**src/sawt_pkg.sv**
```systemverilog
// constants, field layout and decode helpers for the sram wait timing block
package sawt_pkg;

    // ------------------------------------------------------------------
    // wait control word layout
    // ------------------------------------------------------------------
    localparam int unsigned WW_LSB   = 16;   // write_wait_count [18:16]
    localparam int unsigned SW_LSB   = 11;   // setup delay [12:11]
    localparam int unsigned WR_LSB   = 7;    // access wait [10:7]
    localparam int unsigned WM_POS   = 6;    // external_wait_mask
    localparam int unsigned HW_LSB   = 0;    // hold delay [1:0]
    localparam int unsigned RSV_LSB  = 2;    // reserved [5:2]

    localparam logic [31:0] CFG_RW_MASK = 32'h0007_1fc3;
    localparam logic [31:0] CFG_RESET   = 32'h0000_0540;
    localparam logic [3:0]  WR_RESET    = 4'ha;

    // counter width: longest phase is 2*24+2 clocks
    localparam int unsigned CNT_W = 6;

    // ------------------------------------------------------------------
    // state encoding, gray along idle-setup-strobe-hold
    // ------------------------------------------------------------------
    typedef enum logic [2:0] {
        ST_IDLE   = 3'h0,
        ST_SETUP  = 3'h1,
        ST_STROBE = 3'h3,
        ST_HOLD   = 3'h2,
        ST_EWAIT  = 3'h7
    } sawt_state_t;

    // access wait code to bus cycles; prohibited codes clamp to 24
    function automatic logic [4:0] wait_decode(input logic [3:0] code);
        logic [4:0] res;
        res = 5'h18;
        unique case (code)
            4'h0, 4'h1, 4'h2, 4'h3,
            4'h4, 4'h5, 4'h6: res = {1'b0, code};
            4'h7:             res = 5'h08;
            4'h8:             res = 5'h0a;
            4'h9:             res = 5'h0c;
            4'ha:             res = 5'h0e;
            4'hb:             res = 5'h12;
            default:          res = 5'h18;
        endcase
        return res;
    endfunction : wait_decode

    // effective wait for an access, write field overriding when nonzero
    function automatic logic [4:0] access_wait(input logic       write,
                                               input logic [3:0] wr,
                                               input logic [2:0] ww);
        logic [4:0] res;
        res = wait_decode(wr);
        if (write && (ww != 3'h0))
        begin
            res = {2'h0, ww - 3'h1};
        end
        return res;
    endfunction : access_wait

endpackage : sawt_pkg

```
**src/sawt_cnt_if.sv**
```systemverilog
// carrier between the access sequencer and its phase counter
`timescale 1ns/1ns
interface sawt_cnt_if #(parameter int unsigned CNT_W = 6);
    logic             load;
    logic [CNT_W-1:0] load_val;
    logic             expired;

    modport ctl (output load, output load_val, input expired);
    modport cnt (input load, input load_val, output expired);
endinterface : sawt_cnt_if

```
**src/sawt_phase_cnt.sv**
```systemverilog
// down counter that times each phase of an access
`timescale 1ns/1ns
module sawt_phase_cnt #(
    parameter int unsigned CNT_W = 6
) (
    input  wire logic clock_i,
    input  wire logic srst_i,
    sawt_cnt_if.cnt   cnt_if
);

    logic [CNT_W-1:0] cnt_reg;
    logic [CNT_W-1:0] cnt_next;

    // ------------------------------------------------------------------
    // count down to zero and hold there
    // ------------------------------------------------------------------
    always_comb
    begin
        cnt_next = cnt_reg;
        if (cnt_if.load)
        begin
            cnt_next = cnt_if.load_val;
        end
        else if (cnt_reg != '0)
        begin
            cnt_next = cnt_reg - CNT_W'(1);
        end
    end

    always_ff @(posedge clock_i)
    begin
        if (srst_i)
        begin
            cnt_reg <= '0;
        end
        else
        begin
            cnt_reg <= cnt_next;
        end
    end

    // a loaded value n expires n+1 cycles later
    assign cnt_if.expired = (cnt_reg == '0);

endmodule : sawt_phase_cnt

```
**src/sawt_access_ctrl.sv**
```systemverilog
// access sequencer for one normal-space sram chip-select area
`timescale 1ns/1ns
module sawt_access_ctrl #(
    parameter int unsigned ADDR_W = 26
) (
    input  wire logic              clock_i,
    input  wire logic              srst_i,
    input  wire logic              cfg_we_i,
    input  wire logic [31:0]       cfg_wdata_i,
    output logic      [31:0]       cfg_rdata_o,
    input  wire logic              acc_req_i,
    input  wire logic              acc_write_i,
    input  wire logic [ADDR_W-1:0] acc_addr_i,
    output logic                   busy_o,
    output logic                   done_o,
    input  wire logic              ext_wait_i,
    output logic [ADDR_W-1:0]      addr_o,
    output logic                   area_chip_select_n_o,
    output logic                   rd_n_o,
    output logic                   we_n_o
);

    localparam int unsigned CW = sawt_pkg::CNT_W;

    // ------------------------------------------------------------------
    // wait control word
    // ------------------------------------------------------------------
    logic [31:0] cfg_reg;
    logic [31:0] cfg_next;
    logic [3:0]  wr_fld;
    logic [2:0]  ww_fld;
    logic [1:0]  sw_fld;
    logic [1:0]  hw_fld;
    logic        wm_fld;

    // writable bits only; reserved bits stay zero
    always_comb
    begin
        cfg_next = cfg_reg;
        if (cfg_we_i)
        begin
            cfg_next = cfg_wdata_i & sawt_pkg::CFG_RW_MASK;
        end
    end

    always_ff @(posedge clock_i)
    begin
        if (srst_i)
        begin
            cfg_reg <= sawt_pkg::CFG_RESET;
        end
        else
        begin
            cfg_reg <= cfg_next;
        end
    end

    assign wr_fld = cfg_reg[sawt_pkg::WR_LSB +: 4];
    assign ww_fld = cfg_reg[sawt_pkg::WW_LSB +: 3];
    assign sw_fld = cfg_reg[sawt_pkg::SW_LSB +: 2];
    assign hw_fld = cfg_reg[sawt_pkg::HW_LSB +: 2];
    assign wm_fld = cfg_reg[sawt_pkg::WM_POS];
    assign cfg_rdata_o = cfg_reg;

    // ------------------------------------------------------------------
    // access sequencer
    // ------------------------------------------------------------------
    sawt_cnt_if #(.CNT_W(CW)) cnt_if ();

    sawt_phase_cnt #(.CNT_W(CW)) u_cnt (
        .clock_i (clock_i),
        .srst_i  (srst_i),
        .cnt_if  (cnt_if)
    );

    sawt_pkg::sawt_state_t state_reg, state_next;
    logic              wr_reg, wr_next;
    logic              mask_reg, mask_next;
    logic [4:0]        wait_reg, wait_next;
    logic [1:0]        hold_reg, hold_next;
    logic [ADDR_W-1:0] addr_reg, addr_next;
    logic              cs_n_reg, cs_n_next;
    logic              rd_n_reg, rd_n_next;
    logic              we_n_reg, we_n_next;
    logic              busy_reg, busy_next;
    logic              done_reg, done_next;
    logic              stb_on;

    // settings are snapshotted at the take so a mid-access write is safe
    always_comb
    begin
        state_next       = state_reg;
        wr_next          = wr_reg;
        mask_next        = mask_reg;
        wait_next        = wait_reg;
        hold_next        = hold_reg;
        addr_next        = addr_reg;
        done_next        = 1'b0;
        cnt_if.load      = 1'b0;
        cnt_if.load_val  = '0;
        unique case (state_reg)
            sawt_pkg::ST_IDLE:
            begin
                if (acc_req_i)
                begin
                    wr_next    = acc_write_i;
                    mask_next  = wm_fld;
                    wait_next  = sawt_pkg::access_wait(acc_write_i, wr_fld,
                                                       ww_fld);
                    hold_next  = hw_fld;
                    addr_next  = acc_addr_i;
                    cnt_if.load     = 1'b1;
                    cnt_if.load_val = {3'h0, sw_fld, 1'b0};
                    state_next = sawt_pkg::ST_SETUP;
                end
            end
            sawt_pkg::ST_SETUP:
            begin
                if (cnt_if.expired)
                begin
                    // one base cycle plus the waits, in half cycles
                    cnt_if.load     = 1'b1;
                    cnt_if.load_val = {wait_reg, 1'b1};
                    state_next = sawt_pkg::ST_STROBE;
                end
            end
            sawt_pkg::ST_STROBE:
            begin
                if (cnt_if.expired)
                begin
                    // wait sampled even after zero waits
                    if (!mask_reg && ext_wait_i)
                    begin
                        state_next = sawt_pkg::ST_EWAIT;
                    end
                    else
                    begin
                        cnt_if.load     = 1'b1;
                        cnt_if.load_val = {3'h0, hold_reg, 1'b0};
                        state_next = sawt_pkg::ST_HOLD;
                    end
                end
            end
            sawt_pkg::ST_EWAIT:
            begin
                if (!ext_wait_i)
                begin
                    cnt_if.load     = 1'b1;
                    cnt_if.load_val = {3'h0, hold_reg, 1'b0};
                    state_next = sawt_pkg::ST_HOLD;
                end
            end
            sawt_pkg::ST_HOLD:
            begin
                if (cnt_if.expired)
                begin
                    done_next  = 1'b1;
                    state_next = sawt_pkg::ST_IDLE;
                end
            end
            default:
            begin
                state_next = sawt_pkg::ST_IDLE;
            end
        endcase
    end

    // pins follow the next state so they leave a flip-flop directly
    always_comb
    begin
        stb_on    = (state_next == sawt_pkg::ST_STROBE) ||
                    (state_next == sawt_pkg::ST_EWAIT);
        busy_next = (state_next != sawt_pkg::ST_IDLE);
        cs_n_next = !busy_next;
        rd_n_next = !(stb_on && !wr_next);
        we_n_next = !(stb_on && wr_next);
    end

    always_ff @(posedge clock_i)
    begin
        if (srst_i)
        begin
            state_reg <= sawt_pkg::ST_IDLE;
            wr_reg    <= 1'b0;
            mask_reg  <= 1'b1;
            wait_reg  <= '0;
            hold_reg  <= '0;
            addr_reg  <= '0;
            cs_n_reg  <= 1'b1;
            rd_n_reg  <= 1'b1;
            we_n_reg  <= 1'b1;
            busy_reg  <= 1'b0;
            done_reg  <= 1'b0;
        end
        else
        begin
            state_reg <= state_next;
            wr_reg    <= wr_next;
            mask_reg  <= mask_next;
            wait_reg  <= wait_next;
            hold_reg  <= hold_next;
            addr_reg  <= addr_next;
            cs_n_reg  <= cs_n_next;
            rd_n_reg  <= rd_n_next;
            we_n_reg  <= we_n_next;
            busy_reg  <= busy_next;
            done_reg  <= done_next;
        end
    end

    assign addr_o               = addr_reg;
    assign area_chip_select_n_o = cs_n_reg;
    assign rd_n_o               = rd_n_reg;
    assign we_n_o               = we_n_reg;
    assign busy_o               = busy_reg;
    assign done_o               = done_reg;

    // ------------------------------------------------------------------
    // checks
    // ------------------------------------------------------------------
    logic       stb_n;
    logic [6:0] stb_len_reg;
    logic [6:0] ph_len_reg;
    logic [1:0] sw_lat_reg;

    assign stb_n = rd_n_reg & we_n_reg;

    // helpers: strobe width and strobe-off width inside a select
    always_ff @(posedge clock_i)
    begin
        if (srst_i)
        begin
            stb_len_reg <= '0;
            ph_len_reg  <= '0;
            sw_lat_reg  <= '0;
        end
        else
        begin
            stb_len_reg <= stb_n ? 7'h00 : stb_len_reg + 7'h01;
            ph_len_reg  <= (cs_n_reg || !stb_n) ? 7'h00 : ph_len_reg + 7'h01;
            if (state_reg == sawt_pkg::ST_IDLE && acc_req_i)
            begin
                sw_lat_reg <= sw_fld;
            end
        end
    end

    property p_wait_rst;
        @(posedge clock_i) $past(srst_i) && !srst_i |->
            cfg_rdata_o[sawt_pkg::WR_LSB +: 4] == 4'ha &&
            cfg_rdata_o[sawt_pkg::WM_POS] == 1'b1;
    endproperty
    a_wait_rst: assert property (p_wait_rst)
        else $error("wait fields wrong after reset");

    // own table, so a slip in the shared decode cannot hide itself
    localparam logic [4:0] WAIT_TAB [16] = '{
        5'h00, 5'h01, 5'h02, 5'h03, 5'h04, 5'h05, 5'h06, 5'h08,
        5'h0a, 5'h0c, 5'h0e, 5'h12, 5'h18, 5'h18, 5'h18, 5'h18
    };

    property p_read_wait;
        @(posedge clock_i) disable iff (srst_i)
            $rose(busy_reg) && (!wr_reg || $past(ww_fld) == 3'h0) |->
            wait_reg == WAIT_TAB[$past(wr_fld)];
    endproperty
    a_read_wait: assert property (p_read_wait)
        else $error("read wait count mis-decoded");

    property p_write_wait;
        @(posedge clock_i) disable iff (srst_i)
            $rose(busy_reg) && wr_reg && $past(ww_fld) != 3'h0 |->
            int'(wait_reg) == int'($past(ww_fld)) - 1;
    endproperty
    a_write_wait: assert property (p_write_wait)
        else $error("write wait override wrong");

    property p_masked;
        @(posedge clock_i) disable iff (srst_i)
            $rose(stb_n) && !cs_n_reg && mask_reg |->
            int'(stb_len_reg) == 2 * int'(wait_reg) + 2;
    endproperty
    a_masked: assert property (p_masked)
        else $error("masked strobe width wrong");

    property p_zero_wait;
        @(posedge clock_i) disable iff (srst_i)
            state_reg == sawt_pkg::ST_STROBE && cnt_if.expired &&
            !mask_reg && ext_wait_i |=>
            !stb_n ##1 (stb_n == !$past(ext_wait_i));
    endproperty
    a_zero_wait: assert property (p_zero_wait)
        else $error("external wait did not stretch strobe");

    property p_rsv;
        @(posedge clock_i) disable iff (srst_i)
            cfg_rdata_o[sawt_pkg::RSV_LSB +: 4] == 4'h0;
    endproperty
    a_rsv: assert property (p_rsv)
        else $error("reserved bits not zero");

    property p_hold;
        @(posedge clock_i) disable iff (srst_i)
            $rose(cs_n_reg) |->
            int'(ph_len_reg) == 2 * int'(hold_reg) + 1 && done_reg;
    endproperty
    a_hold: assert property (p_hold)
        else $error("hold delay wrong");

    property p_setup;
        @(posedge clock_i) disable iff (srst_i)
            $fell(stb_n) |->
            int'(ph_len_reg) == 2 * int'(sw_lat_reg) + 1;
    endproperty
    a_setup: assert property (p_setup)
        else $error("setup delay wrong");

    property p_ewait_hold;
        @(posedge clock_i) disable iff (srst_i)
            state_reg == sawt_pkg::ST_EWAIT && ext_wait_i |=> !stb_n;
    endproperty
    a_ewait_hold: assert property (p_ewait_hold)
        else $error("strobe released under external wait");

    property p_ewait_end;
        @(posedge clock_i) disable iff (srst_i)
            state_reg == sawt_pkg::ST_EWAIT && !ext_wait_i |=>
            stb_n ##1 !cs_n_reg || done_reg;
    endproperty
    a_ewait_end: assert property (p_ewait_end)
        else $error("strobe not released after external wait");

    c_read:  cover property (@(posedge clock_i) $rose(busy_reg) && !wr_reg);
    c_write: cover property (@(posedge clock_i) $rose(busy_reg) && wr_reg);
    c_ewait: cover property (@(posedge clock_i)
                             state_reg == sawt_pkg::ST_EWAIT);
    c_b2b:   cover property (@(posedge clock_i) done_reg ##1 $fell(cs_n_reg));

endmodule : sawt_access_ctrl

```
**config.mk**
```make
export PLATFORM = sky130hd
export DESIGN_NAME = sawt_access_ctrl
export DESIGN_NICKNAME = d
export VERILOG_FILES = /design/src/sawt_pkg.sv /design/src/sawt_cnt_if.sv /design/src/sawt_phase_cnt.sv /design/src/sawt_access_ctrl.sv
export SDC_FILE = /design/constraint.sdc
export NUM_CORES = 1
export LEC_CHECK = 0
export BUFFER_PORTS_ARGS = -buffer_cell sky130_fd_sc_hd__buf_2
export CAP_MARGIN = 25
export CELL_PAD_IN_SITES_DETAIL_PLACEMENT = 0
export CELL_PAD_IN_SITES_GLOBAL_PLACEMENT = 1
export CORE_MARGIN = 2
export CORE_UTILIZATION = 28
export CTS_CLUSTER_DIAMETER = 40
export DETAILED_ROUTE_END_ITERATION = 8
export PLACE_DENSITY = 0.68
export RECOVER_POWER = 25
export SYNTH_ARGS = -nofsm -noshare
export SYNTH_HDL_FRONTEND = slang
export SYNTH_SLANG_ARGS = --single-unit
```
**constraint.sdc**
```tcl
create_clock -name clock_i -period 3.6 [get_ports clock_i]
set_input_delay 0.18 -clock clock_i [delete_from_list [all_inputs] [get_ports clock_i]]
set_output_delay 0.18 -clock clock_i [all_outputs]
set_load 0.03 [all_outputs]
```
==> run_results.csv, run 1 <==
group,metric,value,unit
setup_path,required,3770,ps
synthesis,syn_area,0.00284,sq mm
synthesis,ys_types,51,
synthesis,synth-edff-count,0,
clock_network,cts_resized,0,
synthesis,synth_top_cells_by_area,"dfxtp_1, nand2_1, a21oi_1",
setup_path,rr_startpoint,"state_reg[1]",
power_and_ir_drop,p_leak,1.51,nW
floorplanning,io_pins,127,
floorplanning,rows,36,
setup_path,arrival,2320,ps
setup_path,r2r_cells,5,
power_and_ir_drop,total_power,2.39,mW
global_routing,grt_max_degree,32,
synthesis,synth_seq_cells,61,
clock_network,postCtsSetupRepairBufs,0,
detailed_routing,ant_nets,0,
detailed_routing,wl_per_cell,12.6,um
setup_path,reg2reg_slack,1440,ps
floorplanning,start_util,0.289,
synthesis,yosys.area.top_type,"dfxtp_1",
hold_path,hold_path_class,"input pin to flop",
clock_network,cts_sinks,61,
synthesis,syn_inst,334,
place,portBuffers,86,
detailed_routing,first_pass_iters,4,
detailed_routing,wl,6950,um
timing,fin_crit,2160,ps
clock_network,clk_pin_slew_worst_paths,70,ps
setup_path,worstSetupPathType,"flop to flop",
power_and_ir_drop,peakVddDrop,0.204,mV
cells_and_area,final_cells,552,
cells_and_area,layout_common_cells,"nand2_1, buf_2, dfxtp_1, a21oi_1, conb_1",
timing,worst_pin_slew,1390,ps
timing,setup_tns,0,ps
clock_network,clockRootBuffer,"clkbuf_8",
detailed_routing,drc,0,
setup_path,crit_path_end_kind,"flop",
timing,maxSlewHeadroom,0.0710,
cells_and_area,diodes,0,
synthesis,synth_area_per_cell,8.51,sq um
hold_path,whs_endpoint,"cfg_rdata_o[10]",
place,post-place-ws,1480,ps
clock_network,clockBufferDepth,2,
floorplanning,die_w,105,um
timing,setup_slack,1440,ps
synthesis,synth_seq_area_share,0.430,
global_routing,grt_pass1_wl,11300,um
floorplanning,core_area,0.00982,sq mm
floorplanning,dieArea,0.0110,sq mm
cells_and_area,largest_reg_flops,26,
clock_network,clock_latency,340,ps
timing,rsz0062_at_grt,"false",
synthesis,ys.flop_type,"dfxtp_1",
synthesis,synth.yosys.warnings,0,
clock_network,cts_tree,"yes",
timing,slew_viol_final,0,
detailed_routing,routed_via_density,4.49,
detailed_routing,dr_total_vias,2479,
global_routing,grt_pass1_vias,2305,
setup_path,start_kind,"flop",
job,maxCapViolCount,0,
timing,skew,7.54,ps
power_and_ir_drop,power_density,690,mW/mm^2
place,dp_hpwl,5000,um
timing,finalHoldViolations,0,
detailed_routing,drtIter0Drc,127,
clock_network,postCtsHoldBufs,0,
floorplanning,die_h,105,um
status,status,"finished clean",
setup_path,critical_path.max_fanout,18,
synthesis,synth.top_cell.area_share,0.430,
timing,fin_crit_sh,0.599,
hold_path,holdPathStages,3,
clock_network,cts-htree-levels,3,
timing,setup_viol,0,
clock_network,cts_buffers,9,
hold_path,hp-start,"cfg_wdata_i[10]",
cells_and_area,area_growth,22.0,%
global_routing,antenna_found_initial,0,
global_routing,grt_overflow,0,
timing,max_freq,464,MHz
place,gp_congestion,0.724,
global_routing,grt_usage,0.127,
cells_and_area,fin_nets,482,
setup_path,timing.rr.end,"wait_reg[4]",
synthesis,ys_async_sr_fraction,0,
cells_and_area,drive_gt1_frac,0.234,
place,placed_cells,536,
==> final cells by class <==
cell class                 instances  area (sq um)
tap                              133           166
sequential                        61          1220
timing repair buffer              89           430
clock inverter                     3          18.8
inverter                          12          45.0
fill                            1081          6350
clock buffer                      13           169
multi-input combinational        241          1420
==> where the power goes <==
group          internal (mW)  switching, mW
Clock                  0.305          0.263
Sequential             0.794          0.108
Combinational          0.325          0.598
==> cells by family after synthesis <==
kind of cell / after synthesis / share of synthesized area
AO/OA/AOI/OAI: 72 / 0.169
buffers and inverters: 51 / 0.100
XOR/XNOR: 4 / 0.0123
multiplexers: 17 / 0.0608
AND/OR/NAND/NOR: 124 / 0.210
other: 1 / 0.00132
adder cells (fa/ha/maj): 4 / 0.0176
flip-flops: 61 / 0.430
==> cell usage after synthesis (2+ instances only) <==
cell type / count
o211a_1: 2
a31oi_1: 2
a32oi_1: 4
or2_2: 2
mux2_2: 2
nor2_1: 19
nor2b_1: 3
o211ai_1: 5
nand2b_1: 4
o21a_1: 5
buf_4: 20
clkbuf_1: 9
ha_1: 4
dfxtp_1: 61
mux2i_1: 15
xor2_1: 4
buf_2: 8
o21ai_0: 2
or3_1: 3
a211oi_1: 6
nand3b_1: 3
nor3_1: 5
a22oi_1: 2
nor4_1: 2
nand3_1: 4
nand2_1: 68
a21oi_1: 35
inv_1: 12
==> metal layers <==
layer,part of all wire,track usage
met3,0.059,0.0387
met5,0,0
met4,0.015,0.0514
met2,0.45,0.199
met1,0.48,0.164
==> worst max-delay path by stage <==
stage	from	depth (start not counted)	end	slack, ps
after floorplan	cfg_rdata_o[16]	6	wait_reg[1]	1980
after global placement	state_reg[2]	5	wait_reg[4]	1470
after detailed placement	state_reg[2]	5	wait_reg[4]	1480
after CTS	state_reg[2]	5	wait_reg[4]	1460
after global routing	state_reg[2]	5	wait_reg[4]	1280
final	state_reg[1]	5	wait_reg[4]	1440
==> critical path, cell delays in order, from the launching register on <==
cell and delay, ps:
dfxtp_1 700, or4b_1 610, buf_4 350, a21oi_1 70, a32oi_1 200, nor2_1 50
==> stage by stage <==
step	hold slack (ps)	util	instance area, sq um
5_1_grt	60.3	0.353	3470
3_5_place_dp	403	0.336	3300
3_3_place_gp	397	0.336	3300
2_1_floorplan	309	-	2910
6_report	60.3	0.353	3470
4_1_cts	43.6	0.355	3490
Note: power is estimated with default switching activity, not from simulation.
==> inputs of run 2 (changes only) <==
--- a/config.mk
+++ b/config.mk
@@ -13,7 +13,7 @@
 export CORE_UTILIZATION = 28
 export CTS_CLUSTER_DIAMETER = 40
 export DETAILED_ROUTE_END_ITERATION = 8
-export PLACE_DENSITY = 0.68
+export PLACE_DENSITY = 0.7
 export RECOVER_POWER = 25
 export SYNTH_ARGS = -nofsm -noshare
 export SYNTH_HDL_FRONTEND = slang
==> constraint.sdc (replaced) <==
create_clock -name clock_i -period 1.86 [get_ports clock_i]
set_input_delay 0.093 -clock clock_i [delete_from_list [all_inputs] [get_ports clock_i]]
set_output_delay 0.093 -clock clock_i [all_outputs]
set_load 0.03 [all_outputs]
==> run 2 against run 1 <==
Compared with the run above:
- fmax up 27%
- critical endpoint is now u_cnt.cnt_reg[2]
- worst setup slack worse by 1300 ps
- highest routed layer unchanged
- largest power group unchanged
- critical path type unchanged
- register-to-register slack worse by 1300 ps
- largest cell class unchanged
- cell count up 8.9%
- hold slack worse by 43 ps
==> run_results.csv, run 2 (synthesis gave the netlist of run 1 again) <==
group,metric,value,unit
status,status,"finished clean",
cells_and_area,layout_common_cells,"buf_2, nand2_1, dfxtp_1, dlygate4sd3_1, a21oi_1",
timing,skew,7.69,ps
setup_path,arrival,1930,ps
clock_network,clock_latency,330,ps
floorplanning,rows,36,
power_and_ir_drop,power_density,1220,mW/mm^2
detailed_routing,wl_per_cell,12.3,um
global_routing,grt_pass1_wl,12300,um
power_and_ir_drop,p_leak,1.73,nW
clock_network,cts_sinks,61,
detailed_routing,drc,0,
timing,rsz0062_at_grt,"false",
detailed_routing,dr_wl_met3,281,um
global_routing,antenna_found_initial,0,
detailed_routing,wl_met2,3550,um
hold_path,hold_path_class,"input pin to flop",
timing,maxSlewHeadroom,0.655,
clock_network,postCtsSetupRepairBufs,0,
floorplanning,die_w,105,um
place,portBuffers,86,
global_routing,grt_pass1_vias,2584,
clock_network,clk_pin_slew_worst_paths,60,ps
clock_network,cts-htree-levels,3,
clock_network,cts_tree,"yes",
setup_path,crit_path_top_delay_cell,"or3_1",
setup_path,required,2100,ps
cells_and_area,area_growth,38.1,%
cells_and_area,fin_nets,531,
floorplanning,dieArea,0.0110,sq mm
global_routing,grt_overflow,0,
global_routing,grt_usage,0.137,
timing,worst_pin_slew,516,ps
detailed_routing,drtIter0Drc,118,
floorplanning,core_area,0.00982,sq mm
setup_path,critPathTopFamily,"simple AND/OR/NAND/NOR gates",
cells_and_area,largest_reg_flops,26,
timing,setup_viol,0,
floorplanning,io_pins,127,
setup_path,start_kind,"flop",
place,place_area,0.00339,sq mm
cells_and_area,final_common_cell,"buf_2",
detailed_routing,m1WireLength,3450,um
detailed_routing,dr_total_vias,2649,
power_and_ir_drop,peakVddDrop,0.465,mV
timing,setup_tns,0,ps
setup_path,slowest_delay,510,ps
job,maxCapViolCount,0,
cells_and_area,drive_gt1_frac,0.246,
timing,max_freq,591,MHz
clock_network,clockBufferDepth,2,
setup_path,crit_chain,"or3_1, nor4_4, a2111oi_2, nor4_2",
floorplanning,die_h,105,um
detailed_routing,routed_via_density,4.41,
cells_and_area,final_cell_area,0.00393,sq mm
timing,fin_crit,1690,ps
place,dp_hpwl,5230,um
cells_and_area,diodes,0,
clock_network,cts_buffers,9,
timing,finalHoldViolations,0,
place,gp_congestion,0.781,
setup_path,critical_path.max_fanout,7,
setup_path,cp_num_buf_inv,0,
clock_network,clockRootBuffer,"clkbuf_8",
timing,slew_viol_final,0,
floorplanning,start_util,0.289,
timing,fin_crit_sh,0.909,
setup_path,reg2reg_slack,170,ps
setup_path,worstSetupPathType,"flop to flop",
global_routing,grt_max_degree,27,
detailed_routing,routed.top_layer,"met4",
detailed_routing,first_pass_iters,4,
detailed_routing,ant_nets,0,
setup_path,crit_path_end_kind,"flop",
detailed_routing,wl,7410,um
## run 2: changes by cell type in the layout (fill, tap and decap cells not counted), sizes merged
cell / change
buf: +16
clkinvlp: +1
clkbuf: -5
dlygate4sd3: +37
## run 2: per-stage QoR
step                std cells  worst slack, ps  power (mW)   util  hold slack, ps
floorplan                 353              243        3.20      -             222
global placement          548              131        3.69  0.345             310
detailed placement        548              111        3.70  0.345             317
CTS                       601             83.0        4.83  0.401            3.95
global route              601             46.1        5.13  0.400            26.1
finish                    601              169        4.78  0.400            17.3
## run 2: power breakdown
part           switching, mW  internal [mW]
Combinational           1.24          0.788
Clock                  0.501          0.549
Sequential             0.166           1.54
Total                   1.91           2.87
## run 2: cell type report
type,count,area (sq um)
Clock buffer,12,155
Clock inverter,4,22.5
Fill cell,1078,5890
Inverter,12,45.0
Multi-Input combinational cell,241,1420
Sequential cell,61,1220
Tap cell,133,166
Timing Repair Buffer,138,896
## run 2: tightest hold or removal path: stages
cell	delay (ps)
buf_2	80
mux2i_1	60
nor2_1	80
## run 2: path summary, 6_finish.rpt
path | start | endpoint | depth (start not counted)
worst min-delay path | cfg_wdata_i[12] | cfg_rdata_o[12] | 3
worst max register to register | u_cnt.cnt_reg[2] | u_cnt.cnt_reg[2] | 4
worst min register to register | addr_o[18] | addr_o[18] | 2
worst max-delay path | u_cnt.cnt_reg[2] | u_cnt.cnt_reg[2] | 4
## run 2: what timing repair did
action / in CTS / in global routing
gates resized for setup: 0 / 1
hold buffers: 37 / 0
setup endpoints to repair: 0 / 8
hold endpoints to repair: 37 / 0
## run 2: layer usage
metal,GRT usage,vias to the layer above
met5,0,-
met4,0.0590,0
met1,0.177,1212
met2,0.222,62
met3,0.0274,10
li1,-,1365
